$ cat src/design/scoc_pkg.sv
// Package: constants for the switch capability object codec
package scoc_pkg;
   // ****************************************
   // Register map (APB byte addresses)
   // ****************************************
   localparam logic [7:0] REG_CTRL      = 8'h00;
   localparam logic [7:0] REG_NS_FLAGS  = 8'h04;
   localparam logic [7:0] REG_NS_VEND   = 8'h08;
   localparam logic [7:0] REG_FC_FLAGS  = 8'h0c;
   localparam logic [7:0] REG_FC_VEND   = 8'h10;
   localparam logic [7:0] REG_CFG_FLAGS = 8'h14;
   localparam logic [7:0] REG_ZN_FLAGS  = 8'h18;
   localparam logic [7:0] REG_STATUS    = 8'h1c;
   localparam logic [7:0] REG_RX_NS     = 8'h20;
   localparam logic [7:0] REG_RX_NSV    = 8'h24;
   localparam logic [7:0] REG_RX_FC     = 8'h28;
   localparam logic [7:0] REG_RX_FCV    = 8'h2c;
   localparam logic [7:0] REG_RX_CFG    = 8'h30;
   localparam logic [7:0] REG_RX_ZN     = 8'h34;
   localparam logic [7:0] REG_RX_UNK    = 8'h38;
   localparam logic [7:0] REG_RX_LAST   = 8'h3c;

   // ****************************************
   // Object identifiers
   // ****************************************
   localparam logic [7:0] NS_TYPE   = 8'hfc;
   localparam logic [7:0] NS_SUB    = 8'h02;
   localparam logic [7:0] FC_TYPE   = 8'hfd;
   localparam logic [7:0] FC_SUB    = 8'h00;
   localparam logic [7:0] CFG_TYPE  = 8'hfa;
   localparam logic [7:0] CFG_SUB   = 8'h01;
   localparam logic [7:0] ZN_TYPE   = 8'hfa;
   localparam logic [7:0] ZN_SUB    = 8'h03;
   localparam logic [7:0] ONE_ENTRY = 8'h01;
   localparam logic [7:0] RESV_BYTE = 8'h00;

   // ****************************************
   // Valid flag masks (reserved bits cleared)
   // ****************************************
   localparam logic [31:0] NS_MASK  = 32'h0000_001f;
   localparam logic [31:0] FC_MASK  = 32'h0000_0001;
   localparam logic [31:0] CFG_MASK = 32'h0000_000f;
   localparam logic [31:0] ZN_MASK  = 32'h0000_03ff;

   // ****************************************
   // Layout
   // ****************************************
   localparam logic [3:0] OBJ_BYTES = 4'hc;
   localparam logic [3:0] HDR_BYTES = 4'h4;
   localparam logic [2:0] ENT_LAST  = 3'h7;
   localparam int         NUM_OBJ   = 4;

   // CTRL fields
   localparam int CTRL_TX_GO = 0;
   localparam int CTRL_RX_CLR = 1;

   typedef enum logic [1:0] {
      OBJ_NS,
      OBJ_FC,
      OBJ_CFG,
      OBJ_ZN
   } scoc_obj_type;
endpackage : scoc_pkg

$ cat src/design/scoc_codec.sv
// Module: capability object builder and parser for switch support exchange
//
// The APB register port and the register addresses were left to the implementer.
`timescale 1ns/1ns
// Behaviour
// RULE1 - Object header: type byte, subtype byte, reserved byte, entry count byte.
// RULE2 - Every entry after the header is exactly eight bytes.
// RULE3 - Interconnect element information object always present; framed outside this block.
// RULE4 - Name-server object is type FCh subtype 02h, standard then vendor word.
// RULE5 - Name-server bits 0..3 advertise entry object formats 00h..03h.
// RULE6 - Name-server bit 4 tolerates zero-length query accept; 5..31 reserved.
// RULE7 - Name-server vendor word passed through uninterpreted.
// RULE8 - Fabric-controller object is type FDh subtype 00h, standard then vendor word.
// RULE9 - Fabric-controller bit 0 accepts state-change notices; 1..31 reserved.
// RULE10 - Config-server object is type FAh subtype 01h, flags then reserved word.
// RULE11 - Config-server bits 0..3 give supported command classes; rest reserved.
// RULE12 - Zone-server object is type FAh subtype 03h, flags then reserved word.
// RULE13 - Zoning bit 0 enhanced possible, bit 1 enhanced active.
// RULE14 - Zoning bit 2 one in restrict mode, zero in allow mode.
// RULE15 - Zoning bit 3 one when default-zone traffic denied.
// RULE16 - Zoning bits 4,5 database able and database kept.
// RULE17 - Zoning bit 6 direct activation, bit 7 hard zoning.
// RULE18 - Zoning bits 8,9 security zoning support and enable; rest reserved.
// RULE19 - Enclosing payload length is a multiple of four, excluding leading words.
// RULE20 - Enclosing payload revision is 01h.
// RULE21 - Reserved sent zero, ignored on receive; flag words sent MSB first.
// RULE22 - Parser walks by entry count, flags unknown objects, skips their entries.
module scoc_codec (
   input  wire logic        sys_clk,
   input  wire logic        reset,
   input  wire logic        psel,
   input  wire logic        penable,
   input  wire logic        pwrite,
   input  wire logic [7:0]  paddr,
   input  wire logic [31:0] pwdata,
   output logic      [31:0] prdata,
   output logic             pready,
   output logic             pslverr,
   output logic [7:0]       tx_data,
   output logic             tx_valid,
   output logic             tx_last,
   input  wire logic        tx_ready,
   input  wire logic [7:0]  rx_data,
   input  wire logic        rx_valid,
   input  wire logic        rx_last,
   output logic             rx_ready
);
   // ****************************************
   // Register file
   // ****************************************
   logic [31:0] ns_flags_r, ns_vend_r, fc_flags_r, fc_vend_r, cfg_flags_r, zn_flags_r;
   logic [31:0] rx_ns_r, rx_nsv_r, rx_fc_r, rx_fcv_r, rx_cfg_r, rx_zn_r;
   logic [7:0]  rx_unk_r;
   logic [15:0] rx_last_id_r;
   logic [3:0]  rx_seen_r;
   logic        tx_busy_r;
   logic        tx_go;
   logic        rx_clr;
   logic        acc;
   logic [31:0] rd_nxt;
   logic        err_nxt;

   assign acc    = psel & penable;
   assign tx_go  = acc & pwrite & (paddr == scoc_pkg::REG_CTRL) & pwdata[scoc_pkg::CTRL_TX_GO] & ~tx_busy_r;
   assign rx_clr = acc & pwrite & (paddr == scoc_pkg::REG_CTRL) & pwdata[scoc_pkg::CTRL_RX_CLR];

   // Reserved bits are dropped at the write so they go out as zero
   always_ff @(posedge sys_clk or posedge reset) begin
      if (reset) begin
         ns_flags_r  <= 32'h0000_0000;
         ns_vend_r   <= 32'h0000_0000;
         fc_flags_r  <= 32'h0000_0000;
         fc_vend_r   <= 32'h0000_0000;
         cfg_flags_r <= 32'h0000_0000;
         zn_flags_r  <= 32'h0000_0000;
      end else if (acc & pwrite) begin
         if (paddr == scoc_pkg::REG_NS_FLAGS) begin
            ns_flags_r <= pwdata & scoc_pkg::NS_MASK; // RULE5 RULE6 RULE21
         end else if (paddr == scoc_pkg::REG_NS_VEND) begin
            ns_vend_r <= pwdata; // RULE7
         end else if (paddr == scoc_pkg::REG_FC_FLAGS) begin
            fc_flags_r <= pwdata & scoc_pkg::FC_MASK; // RULE9
         end else if (paddr == scoc_pkg::REG_FC_VEND) begin
            fc_vend_r <= pwdata; // RULE7
         end else if (paddr == scoc_pkg::REG_CFG_FLAGS) begin
            cfg_flags_r <= pwdata & scoc_pkg::CFG_MASK; // RULE11
         end else if (paddr == scoc_pkg::REG_ZN_FLAGS) begin
            zn_flags_r <= pwdata & scoc_pkg::ZN_MASK; // RULE13 RULE14 RULE15 RULE16 RULE17 RULE18
         end
      end
   end

   always_comb begin
      rd_nxt  = 32'h0000_0000;
      err_nxt = 1'b0;
      if (paddr == scoc_pkg::REG_CTRL) begin
         rd_nxt = {31'h0000_0000, tx_busy_r};
      end else if (paddr == scoc_pkg::REG_NS_FLAGS) begin
         rd_nxt = ns_flags_r;
      end else if (paddr == scoc_pkg::REG_NS_VEND) begin
         rd_nxt = ns_vend_r;
      end else if (paddr == scoc_pkg::REG_FC_FLAGS) begin
         rd_nxt = fc_flags_r;
      end else if (paddr == scoc_pkg::REG_FC_VEND) begin
         rd_nxt = fc_vend_r;
      end else if (paddr == scoc_pkg::REG_CFG_FLAGS) begin
         rd_nxt = cfg_flags_r;
      end else if (paddr == scoc_pkg::REG_ZN_FLAGS) begin
         rd_nxt = zn_flags_r;
      end else if (paddr == scoc_pkg::REG_STATUS) begin
         rd_nxt = {27'h000_0000, tx_busy_r, rx_seen_r};
      end else if (paddr == scoc_pkg::REG_RX_NS) begin
         rd_nxt = rx_ns_r;
      end else if (paddr == scoc_pkg::REG_RX_NSV) begin
         rd_nxt = rx_nsv_r;
      end else if (paddr == scoc_pkg::REG_RX_FC) begin
         rd_nxt = rx_fc_r;
      end else if (paddr == scoc_pkg::REG_RX_FCV) begin
         rd_nxt = rx_fcv_r;
      end else if (paddr == scoc_pkg::REG_RX_CFG) begin
         rd_nxt = rx_cfg_r;
      end else if (paddr == scoc_pkg::REG_RX_ZN) begin
         rd_nxt = rx_zn_r;
      end else if (paddr == scoc_pkg::REG_RX_UNK) begin
         rd_nxt = {24'h00_0000, rx_unk_r};
      end else if (paddr == scoc_pkg::REG_RX_LAST) begin
         rd_nxt = {16'h0000, rx_last_id_r};
      end else begin
         err_nxt = 1'b1;
      end
   end

   // Registered answer: pready in the first cycle of the access phase
   always_ff @(posedge sys_clk or posedge reset) begin
      if (reset) begin
         pready  <= 1'b0;
         pslverr <= 1'b0;
         prdata  <= 32'h0000_0000;
      end else begin
         pready  <= psel & ~penable;
         pslverr <= psel & ~penable & err_nxt;
         prdata  <= (psel & ~penable & ~pwrite) ? rd_nxt : 32'h0000_0000;
      end
   end

   // ****************************************
   // Transmit: four objects, 12 bytes each
   // ****************************************
   logic [1:0] tx_obj_r;
   logic [3:0] tx_idx_r;
   logic [7:0] tx_byte;
   logic [31:0] w0, w1;
   logic [7:0] t_type, t_sub;

   always_comb begin
      t_type = scoc_pkg::NS_TYPE;
      t_sub  = scoc_pkg::NS_SUB;
      w0     = ns_flags_r;
      w1     = ns_vend_r;
      case (scoc_pkg::scoc_obj_type'(tx_obj_r))
         scoc_pkg::OBJ_NS: begin
            t_type = scoc_pkg::NS_TYPE; // RULE4
            t_sub  = scoc_pkg::NS_SUB;
            w0     = ns_flags_r;
            w1     = ns_vend_r;
         end
         scoc_pkg::OBJ_FC: begin
            t_type = scoc_pkg::FC_TYPE; // RULE8
            t_sub  = scoc_pkg::FC_SUB;
            w0     = fc_flags_r;
            w1     = fc_vend_r;
         end
         scoc_pkg::OBJ_CFG: begin
            t_type = scoc_pkg::CFG_TYPE; // RULE10
            t_sub  = scoc_pkg::CFG_SUB;
            w0     = cfg_flags_r;
            w1     = 32'h0000_0000;
         end
         default: begin
            t_type = scoc_pkg::ZN_TYPE; // RULE12
            t_sub  = scoc_pkg::ZN_SUB;
            w0     = zn_flags_r;
            w1     = 32'h0000_0000;
         end
      endcase
      case (tx_idx_r)
         4'h0: tx_byte = t_type; // RULE1
         4'h1: tx_byte = t_sub;
         4'h2: tx_byte = scoc_pkg::RESV_BYTE; // RULE21
         4'h3: tx_byte = scoc_pkg::ONE_ENTRY; // RULE2
         4'h4: tx_byte = w0[31:24]; // RULE21
         4'h5: tx_byte = w0[23:16];
         4'h6: tx_byte = w0[15:8];
         4'h7: tx_byte = w0[7:0];
         4'h8: tx_byte = w1[31:24];
         4'h9: tx_byte = w1[23:16];
         4'ha: tx_byte = w1[15:8];
         default: tx_byte = w1[7:0];
      endcase
   end

   logic tx_adv;
   logic obj_end;
   logic tx_load;
   assign tx_adv  = tx_valid & tx_ready;
   assign obj_end = (tx_idx_r == scoc_pkg::OBJ_BYTES - 4'h1);
   // Load only into an empty or draining slot, so a held byte is never sent twice
   assign tx_load = tx_busy_r & ~(tx_valid & tx_last) & (~tx_valid | tx_ready);
   // Objects only; enclosing payload words are added upstream RULE3 RULE19 RULE20

   always_ff @(posedge sys_clk or posedge reset) begin
      if (reset) begin
         tx_busy_r <= 1'b0;
         tx_obj_r  <= 2'h0;
         tx_idx_r  <= 4'h0;
      end else if (tx_go) begin
         tx_busy_r <= 1'b1;
         tx_obj_r  <= 2'h0;
         tx_idx_r  <= 4'h0;
      end else if (tx_load) begin
         tx_idx_r <= obj_end ? 4'h0 : tx_idx_r + 4'h1;
         if (obj_end) begin
            tx_obj_r <= tx_obj_r + 2'h1;
         end
      end else if (tx_adv & tx_last) begin
         tx_busy_r <= 1'b0;
      end
   end

   // Byte outputs registered; next byte loaded while the current is taken
   always_ff @(posedge sys_clk or posedge reset) begin
      if (reset) begin
         tx_data  <= 8'h00;
         tx_valid <= 1'b0;
         tx_last  <= 1'b0;
      end else if (tx_load) begin
         tx_valid <= 1'b1;
         tx_data  <= tx_byte;
         tx_last  <= obj_end & (tx_obj_r == 2'h3); // RULE2
      end else if (tx_adv) begin
         tx_valid <= 1'b0;
         tx_last  <= 1'b0;
      end
   end

   // ****************************************
   // Receive: walk objects by entry count
   // ****************************************
   logic [7:0]  rx_type_r, rx_sub_r, rx_cnt_r;
   logic [1:0]  rx_hdr_r;
   logic        rx_in_ent_r;
   logic [2:0]  rx_bpos_r;
   logic        rx_first_ent_r;
   logic [63:0] rx_ent_r;
   logic [63:0] ent_full;
   logic        rx_take;

   assign rx_take  = rx_valid & rx_ready;
   assign ent_full = {rx_ent_r[55:0], rx_data};

   always_ff @(posedge sys_clk or posedge reset) begin
      if (reset) begin
         rx_ready <= 1'b0;
      end else begin
         rx_ready <= 1'b1;
      end
   end

   always_ff @(posedge sys_clk or posedge reset) begin
      if (reset) begin
         rx_hdr_r       <= 2'h0;
         rx_in_ent_r    <= 1'b0;
         rx_bpos_r      <= 3'h0;
         rx_type_r      <= 8'h00;
         rx_sub_r       <= 8'h00;
         rx_cnt_r       <= 8'h00;
         rx_first_ent_r <= 1'b0;
         rx_ent_r       <= 64'h0000_0000_0000_0000;
      end else if (rx_take & rx_last) begin
         rx_hdr_r    <= 2'h0;
         rx_in_ent_r <= 1'b0;
         rx_bpos_r   <= 3'h0;
      end else if (rx_take & ~rx_in_ent_r) begin
         rx_hdr_r <= rx_hdr_r + 2'h1; // RULE1
         if (rx_hdr_r == 2'h0) begin
            rx_type_r <= rx_data;
         end else if (rx_hdr_r == 2'h1) begin
            rx_sub_r <= rx_data;
         end else if (rx_hdr_r == 2'h3) begin
            rx_cnt_r       <= rx_data; // RULE22
            rx_in_ent_r    <= (rx_data != 8'h00);
            rx_first_ent_r <= 1'b1;
            rx_bpos_r      <= 3'h0;
         end
      end else if (rx_take) begin
         rx_ent_r  <= ent_full;
         rx_bpos_r <= rx_bpos_r + 3'h1; // RULE2
         if (rx_bpos_r == scoc_pkg::ENT_LAST) begin
            rx_first_ent_r <= 1'b0;
            rx_cnt_r       <= rx_cnt_r - 8'h01;
            if (rx_cnt_r == 8'h01) begin
               rx_in_ent_r <= 1'b0; // RULE22
            end
         end
      end
   end

   logic ent_done;
   logic hdr_done;
   logic id_known;
   assign ent_done = rx_take & rx_in_ent_r & rx_first_ent_r & (rx_bpos_r == scoc_pkg::ENT_LAST);
   assign hdr_done = rx_take & ~rx_last & ~rx_in_ent_r & (rx_hdr_r == 2'h3);
   assign id_known = ({rx_type_r, rx_sub_r} == {scoc_pkg::NS_TYPE, scoc_pkg::NS_SUB})
                   | ({rx_type_r, rx_sub_r} == {scoc_pkg::FC_TYPE, scoc_pkg::FC_SUB})
                   | ({rx_type_r, rx_sub_r} == {scoc_pkg::CFG_TYPE, scoc_pkg::CFG_SUB})
                   | ({rx_type_r, rx_sub_r} == {scoc_pkg::ZN_TYPE, scoc_pkg::ZN_SUB});

   // Only the first entry of a known object carries its flag words
   always_ff @(posedge sys_clk or posedge reset) begin
      if (reset) begin
         rx_ns_r      <= 32'h0000_0000;
         rx_nsv_r     <= 32'h0000_0000;
         rx_fc_r      <= 32'h0000_0000;
         rx_fcv_r     <= 32'h0000_0000;
         rx_cfg_r     <= 32'h0000_0000;
         rx_zn_r      <= 32'h0000_0000;
         rx_unk_r     <= 8'h00;
         rx_seen_r    <= 4'h0;
         rx_last_id_r <= 16'h0000;
      end else begin
         // Clear first, so a set in the same cycle wins
         if (rx_clr) begin
            rx_seen_r <= 4'h0;
            rx_unk_r  <= 8'h00;
         end
         if (ent_done) begin
            rx_last_id_r <= {rx_type_r, rx_sub_r};
            if (rx_type_r == scoc_pkg::NS_TYPE && rx_sub_r == scoc_pkg::NS_SUB) begin
               rx_ns_r      <= ent_full[63:32] & scoc_pkg::NS_MASK; // RULE4 RULE21
               rx_nsv_r     <= ent_full[31:0]; // RULE7
               rx_seen_r[0] <= 1'b1;
            end else if (rx_type_r == scoc_pkg::FC_TYPE && rx_sub_r == scoc_pkg::FC_SUB) begin
               rx_fc_r      <= ent_full[63:32] & scoc_pkg::FC_MASK; // RULE8
               rx_fcv_r     <= ent_full[31:0];
               rx_seen_r[1] <= 1'b1;
            end else if (rx_type_r == scoc_pkg::CFG_TYPE && rx_sub_r == scoc_pkg::CFG_SUB) begin
               rx_cfg_r     <= ent_full[63:32] & scoc_pkg::CFG_MASK; // RULE10
               rx_seen_r[2] <= 1'b1;
            end else if (rx_type_r == scoc_pkg::ZN_TYPE && rx_sub_r == scoc_pkg::ZN_SUB) begin
               rx_zn_r      <= ent_full[63:32] & scoc_pkg::ZN_MASK; // RULE12
               rx_seen_r[3] <= 1'b1;
            end
         end
         // Counted at the header, so an object without entries is flagged too
         if (hdr_done & ~id_known & (rx_unk_r != 8'hff)) begin
            rx_unk_r <= rx_unk_r + 8'h01; // RULE22
         end
      end
   end
endmodule : scoc_codec

$ cat config.mk
export PLATFORM = sky130hd
export DESIGN_NAME = scoc_codec
export DESIGN_NICKNAME = d
export VERILOG_FILES = /design/src/design/scoc_pkg.sv /design/src/design/scoc_codec.sv
export SDC_FILE = /design/constraint.sdc
export NUM_CORES = 1
export LEC_CHECK = 0
export BUFFER_PORTS_ARGS = -buffer_cell sky130_fd_sc_hd__buf_2
export CAP_MARGIN = 10
export CORE_MARGIN = 4
export CORE_UTILIZATION = 38
export CTS_BUF_LIST = sky130_fd_sc_hd__clkbuf_16
export DETAILED_ROUTE_END_ITERATION = 10
export SYNTH_ARGS = -nofsm -noshare
export SYNTH_HDL_FRONTEND = slang
export SYNTH_SLANG_ARGS = --single-unit
$ cat constraint.sdc
create_clock -name sys_clk -period 9.6 [get_ports sys_clk]
set_input_delay 0 -clock sys_clk [delete_from_list [all_inputs] [get_ports sys_clk]]
set_output_delay 0 -clock sys_clk [all_outputs]
set_load 0.01 [all_outputs]
* Word level (Yosys, flattened, before mapping)
Cells that the tools add are included.
** Operators by class
- Add/subtract/negate cells :: 6
- Multiply operators :: 0
- Divide/modulo/power cells :: 0
- Order comparisons :: 0
- Equal/unequal tests :: 51
- Shifts and indexed selects :: 0
- Multiplexer cells :: 89
- Bitwise logic cells :: 49
- Reductions and logical operators :: 39
** Operators by type and width (count)
- $mux 32 :: 13
- $pmux 8 s11 :: 1
- $eq 16x16->1 const B :: 4
- $eq 8x6->1 const B :: 8
- $mux 16 :: 4
- $mux 8 :: 8
- $pmux 32 s2 :: 1
- $mux 1 :: 41
- $eq 8x5->1 const B :: 4
- $pmux 10 s3 :: 1
- $and 1x1->1 :: 26
- $eq 8x8->1 const B :: 3
- $mux 3 :: 7
- $mux 4 :: 5
- $not 1->1 :: 19
- $reduce_and 6->1 :: 3
- $eq 4x3->1 const B :: 4
- $eq 4x4->1 const B :: 4
- $eq 8x1->1 const B :: 2
- $eq 8x2->1 const B :: 2
- $eq 8x4->1 const B :: 2
- $logic_not 8->1 :: 2
- $reduce_and 4->1 :: 4
- $reduce_bool 2->1 :: 8
- 29 further kinds :: 58
** Storage, ports and cells
- Register bits :: 313
- Bits in latches :: 0
- RAM bits :: 0
- Memory bits (read-only) :: 0
- Input port bits :: 56
- Output and inout port bits :: 45
- Memories :: 0

* Depth between registers and ports, before layout
Gate-level depths: netlist of run 1.
- Depth in word-level cells :: 18
- Gate-level depth with buffers :: 10
- Mapped depth without buffers :: 8

* Worst setup path before layout of run 1
Ideal clock, no wire load.
- Path kind :: register to register
- Start :: register rx_bpos_r[0]
- End :: register rx_nsv_r[4]
- Library setup time :: 0.125 ns
- Data arrival time :: 1.968 ns
- Setup slack :: 7.507 ns
- Stages on the path, launching flop included :: 10
- Clock period less this slack :: 2.093 ns
- Path through :: dfrtp_1 > ha_1 > ha_1 > nand4_2 > inv_1 > nand2_1 > nor3_1 > buf_2 > buf_4 > mux2_2
** On the way
- Longest elaborated chain between the ends :: 3
** RTL lines
- start: declaration :: line scoc_codec.sv:252 : logic [2:0] rx_bpos_r;
- start signal: assignment :: line scoc_codec.sv:297 : rx_bpos_r <= rx_bpos_r + 3'h1;
- $eq 3x3->1 :: line scoc_codec.sv:311 : assign ent_done = rx_take & rx_in_ent_r & rx_first_ent_r & (rx_bpos_r == scoc_pkg::ENT_LAST);
- $and 1x1->1 :: line scoc_codec.sv:311
- $reduce_and 2->1 (no line)
- end signal: assignment :: line scoc_codec.sv:340 : rx_nsv_r <= ent_full[31:0];
- end: declaration :: line scoc_codec.sv:52 : logic [31:0] rx_ns_r, rx_nsv_r, rx_fc_r, rx_fcv_r, rx_cfg_r, rx_zn_r;
No other way between the ends.
A chain may end at the register's enable or synchronous reset.

* Worst setup path in the final report of run 1
- Start :: register rx_bpos_r[1]
- End :: register rx_nsv_r[13]
The elaborated chain is that of the path after synthesis.

==> reports/metrics.cfg, run 1 <==
[run_status]
outcome=completed

[sta]
timing.hold.ws_ns=0.0341
final-setup-viol-count=0
hold_viol_final=0
period_share_pct=31.9
post-route-min-period_ns=3.07
clock.fmax_ghz=0.326
rsz0062_at_grt=false
finClkSkew_ns=0.0150
worst_pin_slew_ns=1.15
relSlewSlack_pct=23.2
totalNegativeSetupSlack_ns=0
slew_viol_final=0
fin_ws_ns=6.53

[cts]
cts_buffers=36
postCtsSetupBuffers=0
cts-root-buf=clkbuf_16
cts_resized=0
clkTransAtPathRegs_ns=0.05
cts_tree=yes
clock_sinks=313
clkLatencyLatePin_ns=0.53
clockBufferDepth=3
ctsHoldBuffers=49
htree_levels=2

[logic_synthesis]
synth_top_area_share_pct=53.7
synth_top_cell_by_area=dfrtp_1
syn_inst=1191
synth_edf_count=0
synthesis.nets=1264
avgSynthCellArea_sq_um=12.3
async_flop_share_pct=100
ys_warn_count=0
ys.flop_type=dfrtp_1
yosys.cell_types.count=75
synth_area_leaders=dfrtp_1 54%, mux2_2 16%, a22oi_1 3.7%
yosysSeqAreaShare_pct=53.7
ys_ff_latch=313
syn_area_sq_um=14600

[detailed_routing]
drc=0
ant_nets=0
via_per_inst=5.59
via_count=10400
wl_per_cell_um=21.3
wirelength_um=39500
drt-initial-drc-count=852
drt_first_pass_iters=6

[floorplanning]
dieArea_sq_um=41600
die_w_um=204
die_h_um=204
ioPinCount=101
rows=71
start_util_pct=38.6
core_sq_um=37800

[place]
port_buffers=100
dpl.hpwl_um=27200
numPlacedInstances=1743
place_ws_ns=6.48
place_congestion=0.931

[pwr]
ir_drop_uv=100
powerDensity_nw_per_um2=175
p_leak_nw=8.03

[critical_path]
cp.arrival_ns=3.48
critical_path_class=reg2reg
r2r_start=rx_bpos_r[1]
cp.required_ns=10.01
setup.worst_path.start_class=flip-flop
crit_start=rx_bpos_r[1]
cp_max_fo=31
cp-end-kind=flip-flop

[cells_and_area]
syn2layout_area_growth_pct=16.8
multi_input_area_sq_um=6320
diodes=0
drive_gt1_share_pct=31.4
finalNetCount=1393
final_common_cell=dfrtp_1
final_cell_mix=313 x dfrtp_1, 205 x mux2_2, 100 x buf_2, 71 x a22oi_1, 70 x a21oi_1
fillers=3478
fin_cells=1856
seq_area_sq_um=7830

[worst_hold_path]
hold_class=in2reg
min_from=rx_valid

[grt]
grt_pass1_vias=10300
antenna_found_initial=0
grt_pass1_wl_um=61900
gr-usage-all-layers_pct=18.9
overflow=0
grt_max_degree=139

[run]
cap_violations=0

[cell usage after synthesis (7+ instances only)]
cell type,n
buf_2,17
mux2i_1,10
nand2b_1,10
nand3_1,15
o31ai_1,7
mux2_2,205
o22a_1,7
clkbuf_1,41
a31oi_1,11
a21oi_1,70
a22o_1,9
nand2_1,69
ha_1,17
nor2_1,50
o21ai_0,53
nor3_1,19
a222oi_1,13
inv_1,20
dfrtp_1,313
buf_4,7
o22ai_1,8
a22oi_1,71
mux2_4,30
nor2b_1,8
[final timing paths]
check	endpoint	slack [ns]	cells past startpoint
worst max-delay path	rx_nsv_r[13]	6.53	8
worst max register to register	rx_nsv_r[13]	6.53	8
worst min register to register	rx_seen_r[1]	0.47	2
worst min-delay path	rx_hdr_r[1]	0.03	4
max in group asynchronous	ns_vend_r[14]	7.34	5
min in group asynchronous	fc_vend_r[2]	0.23	3
[area by class of cell]
| cell class | instances | area share [%] |
|---|---|---|
| repair buffers | 162 | 6.41 |
| inverters | 20 | 0.484 |
| flip-flops and latches | 313 | 45.9 |
| clock buffers | 37 | 5.43 |
| well taps | 511 | 3.75 |
| multi-input cells | 787 | 37.1 |
| clock inverters | 26 | 0.881 |
[per-stage QoR]
step / utilization (%) / area, sq um / power, mW
detailed placement: 41.0 / 15500 / 1.72
global route: 45.2 / 17000 / 3.11
CTS: 45.1 / 17000 / 3.01
floorplan: - / 14600 / 1.62
finish: 45.2 / 17000 / 2.98
global placement: 41.0 / 15500 / 1.71
[cells by family (layout without fill, tap and decap cells)]
group | Yosys count | in the layout | share of synthesized area [%]
DFF | 313 | 313 | 53.7
buffers and inverters | 91 | 245 | 3.10
muxes | 246 | 246 | 19.7
xor gates and xnor gates | 3 | 3 | 0.180
AOI/OAI and AO/OA | 293 | 293 | 13.5
adders and majority gates | 17 | 17 | 1.46
other | 1 | 1 | 0.0257
and+or+nand+nor | 227 | 227 | 8.29
[registers in the layout, indices dropped and copies added (netlist names), 2 cells and up]
signal        count
rx_bpos_r         3
rx_nsv_r         32
tx_idx_r          4
rx_cnt_r          8
rx_seen_r         4
rx_ent_r         34
fc_vend_r        32
rx_ns_r           5
ns_vend_r        32
rx_last_id_r     16
zn_flags_r       10
tx_data           8
rx_zn_r          10
cfg_flags_r       4
ns_flags_r        5
rx_fcv_r         32
rx_sub_r          8
prdata           32
rx_hdr_r          2
rx_cfg_r          4
tx_obj_r          2
rx_type_r         8
rx_unk_r          8
[worst max-delay path, stage by stage, from the launching register on]
cell and delay (ns):
dfrtp_1 0.36, ha_1 0.16, ha_1 0.21, nand4_2 0.51, inv_1 0.17, nand2_1 0.11
nor3_2 0.50, buf_4 0.51, mux2_2 0.39
[report_power, final]
part	total (mW)	internal [mW]	switching (mW)	leakage, nW
Clock	1.26	0.724	0.540	0.562
Sequential	1.43	1.38	0.0537	4.32
Combinational	0.281	0.125	0.156	3.15
[routing by layer]
metal	GRT usage, %	vias up	part of all wire (%)
li1	-	4699	-
met1	27.6	5316	46
met2	29.0	290	46
met3	2.57	67	4.8
met4	6.84	0	3.1
met5	0	-	0
Note: power is estimated with default switching activity, not from simulation.
==> run 2: changes to the inputs <==
==> constraint.sdc (replaced) <==
create_clock -name sys_clk -period 2.75 [get_ports sys_clk]
set_input_delay 0 -clock sys_clk [delete_from_list [all_inputs] [get_ports sys_clk]]
set_output_delay 0 -clock sys_clk [all_outputs]
set_load 0.01 [all_outputs]
==> run 2 against run 1 <==
- register-to-register slack worse by 6.3 ns
- clock skew is 0.0077 ns higher
- global-route usage is 0.81 points higher
- sequential cell count stayed put
- sequential share of layout area is 0.79 points lower
- critical path depth is 1 higher
==> reports/metrics.cfg, run 2 (same netlist as run 1, synthesis figures left out) <==
[run_status]
outcome=completed  ; unchanged

[place]
numPlacedInstances=1770  ; was 1743
port_buffers=100  ; unchanged
dpl.hpwl_um=28700  ; was 27200 um
place_ws_ns=0.347  ; was 6.48 ns
place_congestion=0.987  ; was 0.931
placed_area_sq_um=15700  ; was 15500 sq um

[cells_and_area]
largest_reg_flops=34  ; unchanged
finalNetCount=1420  ; was 1393
fin_cells=1883  ; was 1856
diodes=0  ; unchanged
final_common_cell=dfrtp_1  ; unchanged
regMostFlops=rx_ent_r  ; unchanged
syn2layout_area_growth_pct=18.9  ; was 16.8%
drive_gt1_share_pct=32.7  ; was 31.4%
final_area_sq_um=17300  ; was 17000 sq um
final_cell_mix=313 x dfrtp_1, 205 x mux2_2, 100 x buf_2, 71 x a22oi_1, 70 x a21oi_1  ; unchanged
fillers=3444  ; was 3478

[floorplanning]
die_h_um=204  ; unchanged
ioPinCount=101  ; unchanged
dieArea_sq_um=41600  ; unchanged
core_sq_um=37800  ; unchanged
start_util_pct=38.6  ; unchanged
rows=71  ; unchanged
die_w_um=204  ; unchanged

[detailed_routing]
drt-initial-drc-count=862  ; was 852
dr_wl_met2_um=19000  ; was 18100 um
ant_nets=0  ; unchanged
drt_first_pass_iters=8  ; was 6
wl_met3_um=2360  ; was 1890 um
wirelength_um=41200  ; was 39500 um
top_layer=met4  ; unchanged
via_count=10500  ; was 10400
wl_met1_um=18500  ; was 18300 um
drc=0  ; unchanged
via_per_inst=5.60  ; was 5.59
wl_per_cell_um=21.9  ; was 21.3 um

[sta]
worst_pin_slew_ns=0.861  ; was 1.15 ns
timing.hold.ws_ns=0.0615  ; was 0.0341 ns
finClkSkew_ns=0.0227  ; was 0.0150 ns
hold_viol_final=0  ; unchanged
final-setup-viol-count=0  ; unchanged
fin_ws_ns=0.227  ; was 6.53 ns
period_share_pct=91.8
slew_viol_final=0  ; unchanged
clock.fmax_ghz=0.396
relSlewSlack_pct=42.5  ; was 23.2%
post-route-min-period_ns=2.52
rsz0062_at_grt=false  ; unchanged

[critical_path]
setup.worst_path.start_class=primary input  ; was flip-flop
cp.arrival_ns=2.92  ; was 3.48 ns
r2r_start=rx_cfg_r[0]  ; was rx_bpos_r[1]
cp_max_fo=12  ; was 31
r2r_slack_ns=0.23  ; was 6.53 ns
rr_worst_depth=7  ; was 8
critical_path_class=in2reg  ; was reg2reg
r2r_end=prdata[0]  ; was rx_nsv_r[13]
cp.required_ns=3.15  ; was 10.01 ns
cp-end-kind=flip-flop  ; unchanged

[cts]
clockBufferDepth=3  ; unchanged
cts-root-buf=clkbuf_16  ; unchanged
clkLatencyLatePin_ns=0.53  ; about the same
htree_levels=2  ; unchanged
clkTransAtPathRegs_ns=0.05  ; about the same
postCtsSetupBuffers=0  ; unchanged
clock_sinks=313  ; unchanged
cts_tree=yes  ; unchanged
cts_buffers=36  ; unchanged

[grt]
grt_pass1_wl_um=64200  ; was 61900 um
grt_pass1_vias=10600  ; was 10300
gr-usage-all-layers_pct=19.7  ; was 18.9%
grt_max_degree=72  ; was 139
overflow=0  ; unchanged
antenna_found_initial=0  ; unchanged

[worst_hold_path]
hold_class=in2reg  ; unchanged
hold_end=prdata[2]  ; was rx_hdr_r[1]
min_delay_path_depth=5  ; was 4
min_from=paddr[0]  ; was rx_valid

[run]
cap_violations=0  ; unchanged

[pwr]
powerDensity_nw_per_um2=605  ; was 175 nW/um^2
p_leak_nw=8.19  ; was 8.03 nW
ir_drop_uv=450  ; was 100 uV

## run 2: changes by cell type in the layout (fill, tap and decap cells not counted), moves of 3 or more
| cell | before | now |
|---|---|---|
| buf_12 | 0 | 6 |
| clkinv_1 | 5 | 9 |
| buf_4 | 12 | 33 |
| inv_1 | 30 | 27 |
## run 2: cell type report
cell class,count,area [sq um],share of cell area [%]
Clock inverter,26,169,0.974
Sequential cell,313,7830,45.2
Clock buffer,37,926,5.34
Timing Repair Buffer,189,1370,7.89
Multi-Input combinational cell,787,6330,36.5
Tap cell,511,639,3.69
Inverter,20,78.8,0.454
## run 2: worst max path at each step
stage	slack [ns]	cells past startpoint	end	from
after floorplan	-1.42	1	cfg_flags_r[0]	reset
after global placement	0.35	7	rx_cnt_r[3]	rx_hdr_r[0]
after detailed placement	0.35	7	rx_cnt_r[3]	rx_hdr_r[0]
after CTS	0.11	9	prdata[0]	paddr[6]
after global routing	0.02	9	prdata[0]	paddr[6]
final	0.23	9	prdata[0]	paddr[6]
## run 2: power breakdown
group          internal (mW)  switching (mW)  leakage [nW]
Clock                   2.62            1.86         0.566
Sequential              4.81           0.194          4.32
Combinational          0.464           0.553          3.30
## run 2: per-layer routing
layer	GRT usage (%)	vias up
met4	6.60	0
li1	-	4759
met2	30.7	337
met3	2.92	73
met5	0	-
met1	28.5	5377
## run 2: critical path: stages
cell and delay (ns):
dlygate4sd3_1 0.53, buf_2 0.17, or4b_4 0.63, a2111oi_2 0.43, o21ai_0 0.13, a22o_1 0.24
a2bb2oi_1 0.13, a211oi_1 0.06, dlygate4sd3_1 0.60
## run 2: what timing repair did
item | CTS | global route
hold buffers | 50 | 0
hold endpoints to repair | 164 | 0
resized for setup | 0 | 2
setup endpoints to repair | 0 | 1
## run 2: stage by stage
step                TNS (ns)  util [%]  power [mW]
finish                     0      45.9        10.5
global route               0      45.9        11.0
CTS                        0      45.9        10.6
detailed placement         0      41.7        6.04
global placement           0      41.7        6.01
floorplan            -444.11         -        5.66
